===== src/rtl/tmsr_pkg.sv =====
package tmsr_pkg;
  // storage shape
  localparam int SNAP_DEPTH = 12;
  localparam int SNAP_SLOTS = 8;
  localparam int STAGE_W = 4;
  localparam int FTYPE_W = 4;
  localparam int META_W = 2 + FTYPE_W + STAGE_W;

  // register byte offsets
  localparam logic [7:0] OFS_CTRL = 8'h00;
  localparam logic [7:0] OFS_SLOT_SEL = 8'h04;
  localparam logic [7:0] OFS_STATUS = 8'h08;
  localparam logic [7:0] OFS_IRQ_STAT = 8'h0c;
  localparam logic [7:0] OFS_IRQ_MASK = 8'h10;
  localparam logic [7:0] OFS_RD_IDX = 8'h14;
  localparam logic [7:0] OFS_RD_META = 8'h18;
  localparam logic [7:0] OFS_SNAP_VAL = 8'h40;
  localparam logic [7:0] OFS_FAULT_VAL = 8'h60;

  // control register fields
  localparam int CTRL_PU_BIT = 0;
  localparam int CTRL_VOLT_BIT = 1;
  localparam int CTRL_VIEW_BIT = 2;
  localparam int CTRL_TSEL_LSB = 4;
  localparam int CTRL_RSEL_LSB = 8;
  localparam int SEL_W = 4;
  localparam int CTRL_W = 12;
  localparam logic [CTRL_W-1:0] CTRL_RESET = 12'h000;
  localparam logic [31:0] SLOT_SEL_RESET = 32'h76543210;

  // status register fields
  localparam int STAT_FILL_LSB = 0;
  localparam int STAT_LATCH_BIT = 8;
  localparam int STAT_VIEW_BIT = 9;
  localparam int STAT_TYPE_LSB = 12;
  localparam int STAT_STAGE_LSB = 16;

  // interrupt bits
  localparam int IRQ_W = 3;
  localparam int IRQ_CAPTURE = 0;
  localparam int IRQ_TRIP = 1;
  localparam int IRQ_OVERWRITE = 2;
  localparam logic [IRQ_W-1:0] IRQ_MASK_RESET = 3'h0;
endpackage


===== src/rtl/tmsr_top.sv =====
// Chosen here: register access over Wishbone and the register addresses.
`timescale 1ns/1ps
// Notes on behaviour
// - trigger captures all selected magnitudes
// - setting picks per-unit or primary values
// - setting picks overcurrent or voltage fault type
// - capture in the same cycle as trigger
// - any stage trip latches fault values
// - display shows latched values and fault type
// - fault view only while view enable was set the cycle before
// - latched values cleared only by selected reset
// - keep the twelve latest snapshots readable
// - eight slots, each source individually selectable
// - fault types and stage reported per capture
module tmsr_top #(
  parameter int W = 16,
  parameter int NSRC = 16,
  parameter int NTRIG = 8,
  parameter int NRST = 8,
  parameter int NSTAGE = 15
) (
  input wire logic core_clk,
  input wire logic rst,
  input wire logic wb_cyc_i,
  input wire logic wb_stb_i,
  input wire logic wb_we_i,
  input wire logic [7:0] wb_adr_i,
  input wire logic [3:0] wb_sel_i,
  input wire logic [31:0] wb_dat_i,
  output logic [31:0] wb_dat_o,
  output logic wb_ack_o,
  input wire logic [NTRIG-1:0] trigIn,
  input wire logic [NRST-1:0] clearIn,
  input wire logic [NSTAGE-1:0] stageTrip,
  input wire logic [tmsr_pkg::FTYPE_W-1:0] ocFaultType,
  input wire logic [tmsr_pkg::FTYPE_W-1:0] voltFaultType,
  input wire logic [NSRC*W-1:0] measPri,
  input wire logic [NSRC*W-1:0] measPu,
  output logic faultViewOn,
  output logic [tmsr_pkg::FTYPE_W-1:0] faultViewType,
  output logic [tmsr_pkg::STAGE_W-1:0] faultViewStage,
  output logic [tmsr_pkg::SNAP_SLOTS*W-1:0] faultViewVal,
  output logic reportValid,
  output logic [tmsr_pkg::FTYPE_W-1:0] reportOcType,
  output logic [tmsr_pkg::FTYPE_W-1:0] reportVoltType,
  output logic [tmsr_pkg::STAGE_W-1:0] reportStage,
  output logic irq
);
  localparam int SLOTS = tmsr_pkg::SNAP_SLOTS;
  localparam int SW = $clog2(NSRC);
  localparam int DW = SLOTS * W + tmsr_pkg::META_W;
  localparam int PW = $clog2(tmsr_pkg::SNAP_DEPTH);
  localparam int FT = tmsr_pkg::FTYPE_W;
  localparam int ST = tmsr_pkg::STAGE_W;

  function automatic logic [ST-1:0] stageOf(input logic [NSTAGE-1:0] v);
    logic [ST-1:0] r;
    r = '0;
    for (int i = NSTAGE - 1; i >= 0; i--) begin
      if (v[i]) begin
        r = ST'(i + 1);
      end
    end
    return r;
  endfunction

  function automatic logic [31:0] laneMerge(input logic [31:0] old, input logic [31:0] nw, input logic [3:0] be);
    logic [31:0] r;
    r = old;
    for (int b = 0; b < 4; b++) begin
      if (be[b]) begin
        r[b*8 +: 8] = nw[b*8 +: 8];
      end
    end
    return r;
  endfunction

  // configuration and bus state
  logic [tmsr_pkg::CTRL_W-1:0] ctrl_q, ctrl_d;
  logic [31:0] slotSel_q, slotSel_d;
  localparam int IRQ_W_L = tmsr_pkg::IRQ_W;
  logic [IRQ_W_L-1:0] irqStat_q, irqStat_d, irqMask_q, irqMask_d;
  logic [PW-1:0] rdIdx_q, rdIdx_d;
  logic ack_q, ack_d, irq_q, irq_d;
  logic [31:0] dat_q, dat_d;
  // capture and fault state
  logic [NTRIG-1:0] trigPrev_q;
  logic [NSTAGE-1:0] tripPrev_q;
  logic latched_q, latched_d, view_q, view_d;
  logic [FT-1:0] fType_q, fType_d;
  logic [ST-1:0] fStage_q, fStage_d;
  logic [SLOTS*W-1:0] fVal_q, fVal_d;
  logic repValid_q, repValid_d;
  logic [FT-1:0] repOc_q, repOc_d, repVolt_q, repVolt_d;
  logic [ST-1:0] repStage_q, repStage_d;

  logic puMode, voltMode, viewEn;
  logic trigLvl, trigPrevSel, capEv, clearLvl;
  logic [NSTAGE-1:0] tripRise;
  logic anyTrip;
  logic [SLOTS*W-1:0] capVals;
  logic [FT-1:0] selType;
  logic [ST-1:0] stageNow, stageRise;
  logic [DW-1:0] entry, rdEntry;
  logic [PW:0] fill;
  logic full;
  logic reqNew, wrDo;

  assign puMode = ctrl_q[tmsr_pkg::CTRL_PU_BIT];
  assign voltMode = ctrl_q[tmsr_pkg::CTRL_VOLT_BIT];
  assign viewEn = ctrl_q[tmsr_pkg::CTRL_VIEW_BIT];

  // each slot picks its own source; per-unit or primary set globally
  for (genvar s = 0; s < SLOTS; s++) begin : g_slot
    logic [SW-1:0] src;
    assign src = slotSel_q[s*SW +: SW];
    assign capVals[s*W +: W] = puMode ? measPu[int'(src)*W +: W] : measPri[int'(src)*W +: W];
  end

  always_comb begin
    trigLvl = 1'b0;
    trigPrevSel = 1'b0;
    clearLvl = 1'b0;
    for (int i = 0; i < NTRIG; i++) begin
      if (ctrl_q[tmsr_pkg::CTRL_TSEL_LSB +: tmsr_pkg::SEL_W] == tmsr_pkg::SEL_W'(i)) begin
        trigLvl = trigIn[i];
        trigPrevSel = trigPrev_q[i];
      end
    end
    for (int i = 0; i < NRST; i++) begin
      if (ctrl_q[tmsr_pkg::CTRL_RSEL_LSB +: tmsr_pkg::SEL_W] == tmsr_pkg::SEL_W'(i)) begin
        clearLvl = clearIn[i];
      end
    end
  end

  // edge on the selected trigger, captured at this very edge, no delay
  assign capEv = trigLvl & ~trigPrevSel;
  assign tripRise = stageTrip & ~tripPrev_q;
  assign anyTrip = |tripRise;
  assign selType = voltMode ? voltFaultType : ocFaultType;
  assign stageNow = stageOf(stageTrip);
  assign stageRise = stageOf(tripRise);
  assign entry = {voltMode, puMode, selType, stageNow, capVals};

  tmsr_snap_mem #(
    .DEPTH(tmsr_pkg::SNAP_DEPTH),
    .DW(DW)
  ) u_mem (
    .core_clk(core_clk),
    .rst(rst),
    .wrEn(capEv),
    .wrData(entry),
    .rdAge(rdIdx_q),
    .rdData(rdEntry),
    .fill(fill),
    .full(full)
  );

  // fault register and supervisory report
  always_comb begin
    latched_d = latched_q;
    fType_d = fType_q;
    fStage_d = fStage_q;
    fVal_d = fVal_q;
    if (clearLvl) begin
      latched_d = 1'b0;
      fVal_d = '0;
    end
    // a trip in the same cycle as a clear wins, so it is never lost
    if (anyTrip) begin
      latched_d = 1'b1;
      fType_d = selType;
      fStage_d = stageRise;
      fVal_d = capVals;
    end
    view_d = latched_d & viewEn;
    repValid_d = capEv;
    repOc_d = capEv ? ocFaultType : repOc_q;
    repVolt_d = capEv ? voltFaultType : repVolt_q;
    repStage_d = capEv ? stageNow : repStage_q;
  end

  // wishbone slave: ack one cycle after the request, write at the ack edge
  assign reqNew = wb_cyc_i & wb_stb_i & ~ack_q;
  assign wrDo = wb_cyc_i & wb_stb_i & ack_q & wb_we_i;

  always_comb begin
    logic [31:0] ctrlWord;
    logic [31:0] ctrlNew;
    ctrlWord = 32'(ctrl_q);
    ctrlNew = ctrlWord;
    ack_d = reqNew;
    dat_d = dat_q;
    ctrl_d = ctrl_q;
    slotSel_d = slotSel_q;
    irqMask_d = irqMask_q;
    rdIdx_d = rdIdx_q;
    irqStat_d = irqStat_q;
    if (reqNew && !wb_we_i) begin
      dat_d = 32'h0;
      if (wb_adr_i >= tmsr_pkg::OFS_SNAP_VAL && wb_adr_i < tmsr_pkg::OFS_FAULT_VAL) begin
        dat_d = 32'(rdEntry[int'(wb_adr_i[4:2])*W +: W]);
      end else if (wb_adr_i >= tmsr_pkg::OFS_FAULT_VAL && wb_adr_i < 8'h80) begin
        dat_d = 32'(fVal_q[int'(wb_adr_i[4:2])*W +: W]);
      end else begin
        unique case (wb_adr_i)
          tmsr_pkg::OFS_CTRL: dat_d = ctrlWord;
          tmsr_pkg::OFS_SLOT_SEL: dat_d = slotSel_q;
          tmsr_pkg::OFS_STATUS: begin
            dat_d[tmsr_pkg::STAT_FILL_LSB +: PW+1] = fill;
            dat_d[tmsr_pkg::STAT_LATCH_BIT] = latched_q;
            dat_d[tmsr_pkg::STAT_VIEW_BIT] = view_q;
            dat_d[tmsr_pkg::STAT_TYPE_LSB +: FT] = fType_q;
            dat_d[tmsr_pkg::STAT_STAGE_LSB +: ST] = fStage_q;
          end
          tmsr_pkg::OFS_IRQ_STAT: dat_d = 32'(irqStat_q);
          tmsr_pkg::OFS_IRQ_MASK: dat_d = 32'(irqMask_q);
          tmsr_pkg::OFS_RD_IDX: dat_d = 32'(rdIdx_q);
          tmsr_pkg::OFS_RD_META: dat_d = 32'(rdEntry[DW-1 -: tmsr_pkg::META_W]);
          default: dat_d = 32'h0;
        endcase
      end
    end
    if (wrDo) begin
      unique case (wb_adr_i)
        tmsr_pkg::OFS_CTRL: begin
          ctrlNew = laneMerge(ctrlWord, wb_dat_i, wb_sel_i);
          ctrl_d = ctrlNew[tmsr_pkg::CTRL_W-1:0];
        end
        tmsr_pkg::OFS_SLOT_SEL: slotSel_d = laneMerge(slotSel_q, wb_dat_i, wb_sel_i);
        tmsr_pkg::OFS_IRQ_STAT: if (wb_sel_i[0]) irqStat_d = irqStat_q & ~wb_dat_i[IRQ_W_L-1:0];
        tmsr_pkg::OFS_IRQ_MASK: if (wb_sel_i[0]) irqMask_d = wb_dat_i[IRQ_W_L-1:0];
        tmsr_pkg::OFS_RD_IDX: if (wb_sel_i[0]) rdIdx_d = wb_dat_i[PW-1:0];
        default: ;
      endcase
    end
    // events are applied after the clear so that they win
    if (capEv) irqStat_d[tmsr_pkg::IRQ_CAPTURE] = 1'b1;
    if (anyTrip) irqStat_d[tmsr_pkg::IRQ_TRIP] = 1'b1;
    if (capEv && full) irqStat_d[tmsr_pkg::IRQ_OVERWRITE] = 1'b1;
    irq_d = |(irqStat_d & irqMask_d);
  end

  always_ff @(posedge core_clk or posedge rst) begin
    if (rst) begin
      ctrl_q <= tmsr_pkg::CTRL_RESET;
      slotSel_q <= tmsr_pkg::SLOT_SEL_RESET;
      irqStat_q <= '0;
      irqMask_q <= tmsr_pkg::IRQ_MASK_RESET;
      rdIdx_q <= '0;
      ack_q <= 1'b0;
      dat_q <= 32'h0;
      irq_q <= 1'b0;
      trigPrev_q <= '0;
      tripPrev_q <= '0;
      latched_q <= 1'b0;
      view_q <= 1'b0;
      fType_q <= '0;
      fStage_q <= '0;
      fVal_q <= '0;
      repValid_q <= 1'b0;
      repOc_q <= '0;
      repVolt_q <= '0;
      repStage_q <= '0;
    end else begin
      ctrl_q <= ctrl_d;
      slotSel_q <= slotSel_d;
      irqStat_q <= irqStat_d;
      irqMask_q <= irqMask_d;
      rdIdx_q <= rdIdx_d;
      ack_q <= ack_d;
      dat_q <= dat_d;
      irq_q <= irq_d;
      trigPrev_q <= trigIn;
      tripPrev_q <= stageTrip;
      latched_q <= latched_d;
      view_q <= view_d;
      fType_q <= fType_d;
      fStage_q <= fStage_d;
      fVal_q <= fVal_d;
      repValid_q <= repValid_d;
      repOc_q <= repOc_d;
      repVolt_q <= repVolt_d;
      repStage_q <= repStage_d;
    end
  end

  assign wb_dat_o = dat_q;
  assign wb_ack_o = ack_q;
  assign irq = irq_q;
  assign faultViewOn = view_q;
  assign faultViewType = fType_q;
  assign faultViewStage = fStage_q;
  assign faultViewVal = fVal_q;
  assign reportValid = repValid_q;
  assign reportOcType = repOc_q;
  assign reportVoltType = repVolt_q;
  assign reportStage = repStage_q;
endmodule


===== src/rtl/tmsr_snap_mem.sv =====
`timescale 1ns/1ps
module tmsr_snap_mem #(
  parameter int DEPTH = 12,
  parameter int DW = 138
) (
  input wire logic core_clk,
  input wire logic rst,
  input wire logic wrEn,
  input wire logic [DW-1:0] wrData,
  input wire logic [$clog2(DEPTH)-1:0] rdAge,
  output logic [DW-1:0] rdData,
  output logic [$clog2(DEPTH):0] fill,
  output logic full
);
  localparam int PW = $clog2(DEPTH);

  // entries carry no reset; the fill count masks ones never written
  logic [DW-1:0] mem [DEPTH];
  logic [PW-1:0] wrPtr_q, wrPtr_d;
  logic [PW:0] fill_q, fill_d;
  int rdPos;

  always_comb begin
    wrPtr_d = wrPtr_q;
    fill_d = fill_q;
    if (wrEn) begin
      // ring pointer: when full the oldest entry is the one overwritten
      wrPtr_d = (wrPtr_q == PW'(DEPTH - 1)) ? '0 : wrPtr_q + 1'b1;
      if (fill_q != (PW+1)'(DEPTH)) begin
        fill_d = fill_q + 1'b1;
      end
    end
  end

  always_ff @(posedge core_clk or posedge rst) begin
    if (rst) begin
      wrPtr_q <= '0;
      fill_q <= '0;
    end else begin
      wrPtr_q <= wrPtr_d;
      fill_q <= fill_d;
    end
  end

  always_ff @(posedge core_clk) begin
    if (wrEn) begin
      mem[wrPtr_q] <= wrData;
    end
  end

  // age 0 is the newest entry
  always_comb begin
    rdPos = int'(wrPtr_q) + DEPTH - 1 - int'(rdAge);
    if (rdPos >= DEPTH) begin
      rdPos = rdPos - DEPTH;
    end
    rdData = (int'(rdAge) < int'(fill_q)) ? mem[rdPos[PW-1:0]] : '0;
  end

  assign fill = fill_q;
  assign full = (fill_q == (PW+1)'(DEPTH));
endmodule


===== config.mk =====
export PLATFORM = sky130hd
export DESIGN_NAME = tmsr_top
export DESIGN_NICKNAME = d
export VERILOG_FILES = /design/src/rtl/tmsr_pkg.sv /design/src/rtl/tmsr_top.sv /design/src/rtl/tmsr_snap_mem.sv
export SDC_FILE = /design/constraint.sdc
export NUM_CORES = 2
export LEC_CHECK = 0
export BUFFER_PORTS_ARGS = -buffer_cell sky130_fd_sc_hd__buf_2
export CORE_ASPECT_RATIO = 0.6
export CORE_MARGIN = 2
export CORE_UTILIZATION = 40
export CTS_BUF_LIST = sky130_fd_sc_hd__clkbuf_8
export DETAILED_ROUTE_END_ITERATION = 16
export GPL_ROUTABILITY_DRIVEN = 1
export PLACE_DENSITY = 0.66
export SYNTH_ARGS = -nofsm -noshare
export SYNTH_HDL_FRONTEND = slang
export SYNTH_HIERARCHICAL = 1
export SYNTH_SLANG_ARGS = --single-unit

===== constraint.sdc =====
create_clock -name core_clk -period 14.2 [get_ports core_clk]
set_clock_uncertainty 0.1 [all_clocks]
set_input_delay 0 -clock core_clk [delete_from_list [all_inputs] [get_ports core_clk]]
set_output_delay 0 -clock core_clk [all_outputs]
set_load 0.03 [all_outputs]

After elaboration in Yosys (flattened, before gate mapping)

Memory sizes are Yosys's and may differ from the RTL's.
Index checks and enable logic that the tools add are counted.

Register bits: 271
RAM bits: 1656
Output and inout port bits: 184
Logic and storage cells: 200
Memories kept: 1

$add $sub $neg: 6
Order comparisons: 6
Eq/ne operators: 23
Shift operators: 18
Multiplexer cells: 89
Bitwise gates (word level): 13
Reduce and logical (&&, ||, !) cells: 19

Memory list:

| name      | depth | width | rd ports | clocked after memory_dff | write ports | line                | RTL |
|---|---|---|---|---|---|---|---|
| u_mem.mem | 12    | 138   | 1        | 0                        | 1           | tmsr_snap_mem.sv:18 | `logic [DW-1:0] mem [DEPTH];` |

Operators by type and width:

| kind                    | number |
|---|---|
| $shiftx A256 B9 Y16     | 16 |
| $mux W128               | 2 |
| $mux W138               | 1 |
| $shiftx A138 B8 Y16     | 1 |
| $mux W4                 | 33 |
| $mux W16                | 8 |
| $shiftx A128 B8 Y16     | 1 |
| $mux W32                | 2 |
| $pmux W5 S7             | 1 |
| $eq A4 B3 Y1 const B    | 8 |
| $ge A32 B5 Y1 const B   | 1 |
| $sub A32 B2 Y32 const B | 1 |
| $sub A32 B5 Y32         | 1 |
| $mux W1                 | 31 |
| $eq A8 B5 Y1 const B    | 3 |
| $reduce_and A3 Y1       | 7 |
| $mux W3                 | 6 |
| $eq A4 B2 Y1 const B    | 4 |
| $eq A8 B4 Y1 const B    | 2 |
| $ge A8 B7 Y1 const B    | 2 |
| $pmux W8 S2             | 1 |
| $and A15 B15 Y15        | 1 |
| $not A15 Y15            | 1 |
| $reduce_or A15 Y1       | 1 |
| 27 further kinds        | 39 |

Logic depth before layout (Yosys ltp)

Word-level depth: 17
Gate-level depth with buffers: 21
Depth with buffers taken out: 19

Modules after synthesis

The synthesis kept the hierarchy.

Modules (own cells, without submodules):

| module        | instances | cells each | area an instance (µm²) | seq. area each (µm²) |
|---|---|---|---|---|
| tmsr_snap_mem | 1         | 2938       | 64277.9                | 49952.9 |
| tmsr_top      | 1         | 4321       | 31519.0                | 6571.3 |

Worst setup path after synthesis

No wires, ideal clock.

Kind: register -> register
Start point: register ctrl_q[5] (netlist name)
End point: memory u_mem.mem[3][0], enable pin
Library setup time: 0.808 ns
Arrival time: 11.074 ns
Data required time: 13.292 ns
Slack: 2.218 ns
Cell stages (with the launch flop): 9
Buffers on the path: 2
Clock period less this slack: 11.982 ns
Cells stage by stage: dfrtp_1 > buf_2 > o32a_1 > o21ai_1 > nand2_1 > a211oi_4 > buf_6 > nand2_1 > nor3_1

Word-level cells in the longest chain between the ends: 13
Elaborated cells between the ends (all ways): 28

Ends and longest elaborated chain:

| element                         | line                | RTL |
|---|---|---|
| start: declaration              | tmsr_top.sv:79      | `logic [tmsr_pkg::CTRL_W-1:0] ctrl_q, ctrl_d;` |
| start signal: assignment        | tmsr_top.sv:247     | `ctrl_q <= tmsr_pkg::CTRL_RESET;` |
| start signal: assignment        | tmsr_top.sv:267     | `ctrl_q <= ctrl_d;` |
| $logic_not A4 Y1                | tmsr_top.sv:125     | `if (ctrl_q[tmsr_pkg::CTRL_TSEL_LSB +: tmsr_pkg::SEL_W] == tmsr_pkg::SEL_W'(i)) begin` |
| $mux W1 (8 in a row)            | tmsr_top.sv:125     |  |
| $not A1 Y1                      | tmsr_top.sv:138     | `assign capEv = trigLvl & ~trigPrevSel;` |
| $and A1 B1 Y1 *                 | tmsr_top.sv:138     |  |
| net capEv                       | tmsr_top.sv:98      | `logic trigLvl, trigPrevSel, capEv, clearLvl;` |
| $mux W1 *                       | tmsr_snap_mem.sv:46 | `if (wrEn) begin` |
| $mux W1 (implied by the code) * | tmsr_snap_mem.sv:47 | `mem[wrPtr_q] <= wrData;` |
| end: declaration                | tmsr_snap_mem.sv:18 |  |

The timed path passes the listed nets; every way through them passes the cells marked *.

Worst setup path in the final report

Start point: register u_mem.wrPtr_q[0]
End point: register dat_q[3], in the netlist wb_dat_o[3]

Elaborated cells between the ends (all ways): 12

RTL lines:

| element                                        | line                                     | RTL |
|---|---|---|
| start: declaration                             | tmsr_snap_mem.sv:19                      | `logic [PW-1:0] wrPtr_q, wrPtr_d;` |
| start signal: assignment                       | tmsr_snap_mem.sv:40                      | `wrPtr_q <= wrPtr_d;` |
| $add A4 B4 Y5 *                                | tmsr_snap_mem.sv:53                      | `rdPos = int'(wrPtr_q) + DEPTH - 1 - int'(rdAge);` |
| $sub A32 B2 Y32 *                              | tmsr_snap_mem.sv:53                      |  |
| $sub A32 B5 Y32 *                              | tmsr_snap_mem.sv:53                      |  |
| $ge A32 B5 Y1 or $sub A4 B3 Y4 (tied branches) | tmsr_snap_mem.sv:54, tmsr_snap_mem.sv:55 |  |
| $mux W4 *                                      | tmsr_snap_mem.sv:54                      | `if (rdPos >= DEPTH) begin` |
| $mem_v2 Z12 W138 *                             | n/a                                      |  |
| $mux W138 *                                    | tmsr_snap_mem.sv:57                      | `rdData = (int'(rdAge) < int'(fill_q)) ? mem[rdPos[PW-1:0]] : '0;` |
| net rdEntry[19]                                | tmsr_top.sv:104                          | `logic [DW-1:0] entry, rdEntry;` |
| $shiftx A138 B8 Y16 *                          | tmsr_top.sv:203                          | `dat_d = 32'(rdEntry[int'(wb_adr_i[4:2])*W +: W]);` |
| $mux W32 *                                     | tmsr_top.sv:202                          | `if (wb_adr_i >= tmsr_pkg::OFS_SNAP_VAL && wb_adr_i < tmsr_pkg::OFS_FAULT_VAL) begin` |
| end signal: assignment                         | tmsr_top.sv:273                          | `dat_q <= dat_d;` |
| end: declaration                               | tmsr_top.sv:85                           | `logic [31:0] dat_q, dat_d;` |

Marked as above.
A chain may end at the register's enable or synchronous reset.

==> impl_results.md <==
* Post-CTS Setup Repair Bufs at 0
* Final instance area at 0.111 mm2
* Later-pin clock latency in the skew report at 0.96 ns
* Die Area at 0.244 mm2
* Antenna violations before repair at 145
* Initial DRC count at 13800
* Core area at 0.239 mm2
* Sequential share of the synthesized area at 59.0%
* Synth unique cells at 76
* Setup ws final at 6.71 ns
* Most area-hungry cell type in the Yosys netlist: edfxtp_1
* Clk Tree Root Cell: clkbuf_8
* Post-synth EDFFs at 1656
* Gr usage total at 39.8%
* Post-DRT Antenna Nets at 0
* CP Cell Sequence: inv_1 -> ha_1 -> inv_1 -> fa_4 -> and3b_1 -> nor3_1 -> a21oi_1 -> o32ai_4 -> buf_4 -> buf_12 -> buf_4 -> nor2_1 -> a311oi_1 -> mux4_2 -> nand2_1 -> a31oi_1 -> a22o_1
* Vias in the first global route at 69100
* Dpl cells at 10800
* Core Rows at 139
* Prevailing post-synth register cell: edfxtp_1
* Hold slack at 0.0925 ns
* Setup TNS at 0 ns
* CTS H-Tree Depth at 5
* Max-slew headroom at the worst pin at -9.46%
* Worst Path Buf+Inv at 5
* NumNets Final at 8705
* Sw frac at 40.5%
* Routed WL at 495000 um
* CP Data Required Time at 14.94 ns
* Combinational share of power at 47.0%
* Crit. End Element: flop
* Max incr delay on CP at 1.38 ns
* Starting Density at 40.1%
* Post-synth top area share at 51.9%
* Status: complete, but fails checks
* Layout cells sized above 1 at 27.6%
* Area grow syn2layout at 15.5%
* Min-delay worst type: input pin to flop
* Mean post-synth cell area at 13.2 um2
* DR DRC count at 0
* CTS resizes at 0
* DR vias/cell at 6.64
* Critical path arrival at 8.23 ns
* Power Dens Cells at 191 mW/mm2
* Final std cells w/o fill at 11600
* Failing checks: capacitance limit, slew limit
* Global-route wire length before repair at 649000 um
* TritonCTS clock tree: done
* Total CTS buffers at 294
* Fin crit share at 52.7%
* Sink Count at 1927
* Pleak at 0.0365 uW
* Ys async rst share at 14.1%
* Buffers on Ports at 783
* Die Y at 383 um
* DP Wirelength at 346000 um
* Setup violators final at 0
* Post-Place Setup Slack at 7.06 ns
* Fin crit period at 7.49 ns
* # IOs at 784
* Net Switching at 8540 uW
* Crit path max-delay family: buffers and inverters
* Largest net degree at the start of global routing at 153
* Reg power frac at 31.5%
* Yosys reg bits at 1927
* Worst-path maximum fanout at 144
* Pre-antenna DRT Iters at 7
* Mapped Nets at 7874
* Fmax at 134 MHz
* Top post-synthesis cells by area: edfxtp_1 52%, mux4_2 11%, dfrtp_1 6.8%
* Total grt overflow at 0
* Reg clk slew, reported paths at 0.07 ns
* Die Width at 636 um
* Yosys warning total at 6
* MaxCap Viol Count at 2
* Average wire per standard cell at 42.8 um
* Vias at 76800
* RePlAce Congestion at 1.08
* Placed cell area at 0.103 mm2
* Post-Synthesis Cells at 7259
* Final Max Tran Viols at 18
* Crit Path Class: flop to flop
* Clk network pwr share at 21.6%
* Most frequent cells after synthesis: 1656 x edfxtp_1, 1143 x o21ai_0, 1105 x nand2_1
* RSZ-0062 raised after global routing: false
* Cell Int Power at 12500 uW
* Final hold vios at 0
* Most common cell in the netlist: edfxtp_1
* Post-Syn Area at 0.0958 mm2
* Worst slew pin tran at 1.62 ns
* Longest Clk Path Bufs at 4
* Slowest-stage cell, CP: fa_4
* Worst setup SP type: flop
* Peak VDD IR at 762 uV
power groups by stage:
stage | sequential [uW] | combinational (uW) | clock (uW)
after global routing | 6650 | 10300 | 4830
after CTS | 6630 | 9710 | 4580
after global placement | 6730 | 9500 | 0
final | 6640 | 9900 | 4550
after floorplan | 6760 | 6770 | 0
after detailed placement | 6750 | 9620 | 0
worst reg2reg max path, stage by stage (launching register included):
cell and delay (ns):
dfrtp_1 0.51, inv_1 0.13, ha_1 0.32, inv_1 0.07, fa_4 1.38, and3b_1 0.32, nor3_1 0.23, a21oi_1 0.12
o32ai_4 0.11, buf_4 0.69, buf_12 0.61, buf_4 1.01, nor2_1 0.22, a311oi_1 0.69, mux4_2 0.40, nand2_1 0.11
a31oi_1 0.22, a22o_1 0.15
cells by family after synthesis:
family | share of synthesized area, %
xor gates and xnor gates | 0.0823
DFF | 59.0
buffers and inverters | 3.13
adders and majority gates | 0.204
muxes | 15.7
and+or+nand+nor | 8.02
AOI/OAI and AO/OA | 13.9
timing repair:
| item | 4_1_cts | 5_1_grt |
|---|---|---|
| hold endpoints to repair | 350 | 0 |
| hold buffers | 166 | 0 |
| setup endpoints to repair | 0 | 0 |
per-stage QoR:
| step | utilization [%] | power, uW |
|---|---|---|
| after floorplan | - | 13500 |
| after global placement | 43.3 | 16200 |
| after detailed placement | 43.3 | 16400 |
| after CTS | 46.3 | 20900 |
| after global routing | 46.3 | 21800 |
| final | 46.4 | 21100 |
flip-flops by register name, summed over array words and instances (netlist names):
signal,count
slotSel_q,32
faultViewType,4
faultViewStage,4
tripPrev_q,15
irqMask_q,3
faultViewVal,128
u_mem/mem,1656
faultViewOn,1
reportOcType,4
wb_dat_o,32
wb_ack_o,1
reportValid,1
u_mem/fill,5
rdIdx_q,4
trigPrev_q,8
irq,1
u_mem/wrPtr_q,4
reportVoltType,4
irqStat_q,3
reportStage,4
ctrl_q,12
latched_q,1
cell usage in the layout, fill, tap and decap left out, types with 9 or more instances in the layout:
cell type / Yosys / routed
diode_2: 0 / 87
mux4_2: 482 / 482
nor2_1: 193 / 188
nor3b_4: 0 / 18
and3b_2: 0 / 10
inv_1: 29 / 118
and2_4: 0 / 9
a21oi_1: 33 / 33
mux2_2: 197 / 197
buf_4: 20 / 211
buf_2: 165 / 781
a22oi_1: 519 / 519
o21ai_1: 42 / 42
dlygate4sd3_1: 0 / 166
buf_12: 0 / 11
a311oi_2: 30 / 32
a31oi_1: 9 / 9
a311oi_1: 114 / 112
dfrtp_1: 259 / 254
mux2i_1: 66 / 52
clkinvlp_4: 0 / 11
edfxtp_1: 1656 / 1656
ha_1: 14 / 13
o21ai_0: 1143 / 1143
clkinv_1: 0 / 53
nor2b_1: 19 / 19
clkinv_2: 0 / 21
nand2_1: 1105 / 1103
bufinv_16: 0 / 11
clkbuf_8: 0 / 319
mux2i_2: 87 / 99
and4_1: 130 / 130
a22o_1: 151 / 151
nand3_1: 149 / 149
area by class of cell:
cell class / count / area (um2)
inverter: 29 / 116
clock inverter: 197 / 1160
antenna: 87 / 218
tap: 3172 / 3970
sequential: 1927 / 56600
fill: 20800 / 128000
clock buffer: 319 / 4390
multi-input combinational: 4667 / 36800
timing repair buffer: 1171 / 7400
worst paths after layout:
kind                                        from               end  slack [ns]  cells after the start
worst min-delay path                 wb_sel_i[2]     slotSel_q[20]        0.09                      4
worst max-delay path            u_mem/wrPtr_q[0]       wb_dat_o[3]        6.71                     17
max in group asynchronous                    rst      wb_dat_o[24]       11.07                      6
min in group asynchronous                    rst  u_mem/wrPtr_q[0]        0.39                      4
worst max register to register  u_mem/wrPtr_q[0]       wb_dat_o[3]        6.71                     17
worst min register to register      wb_dat_o[18]      wb_dat_o[18]        0.38                      2
layer usage:
layer  up-vias  global-route usage [%]  wire [um]
met5         -                       0        556
met4        80                    15.0      21600
met3       965                    17.5      74400
met2      6070                    52.6     194000
met1     39400                    57.1     204000
li1      30300                       -          -
Power figures use the tool's default switching activity.
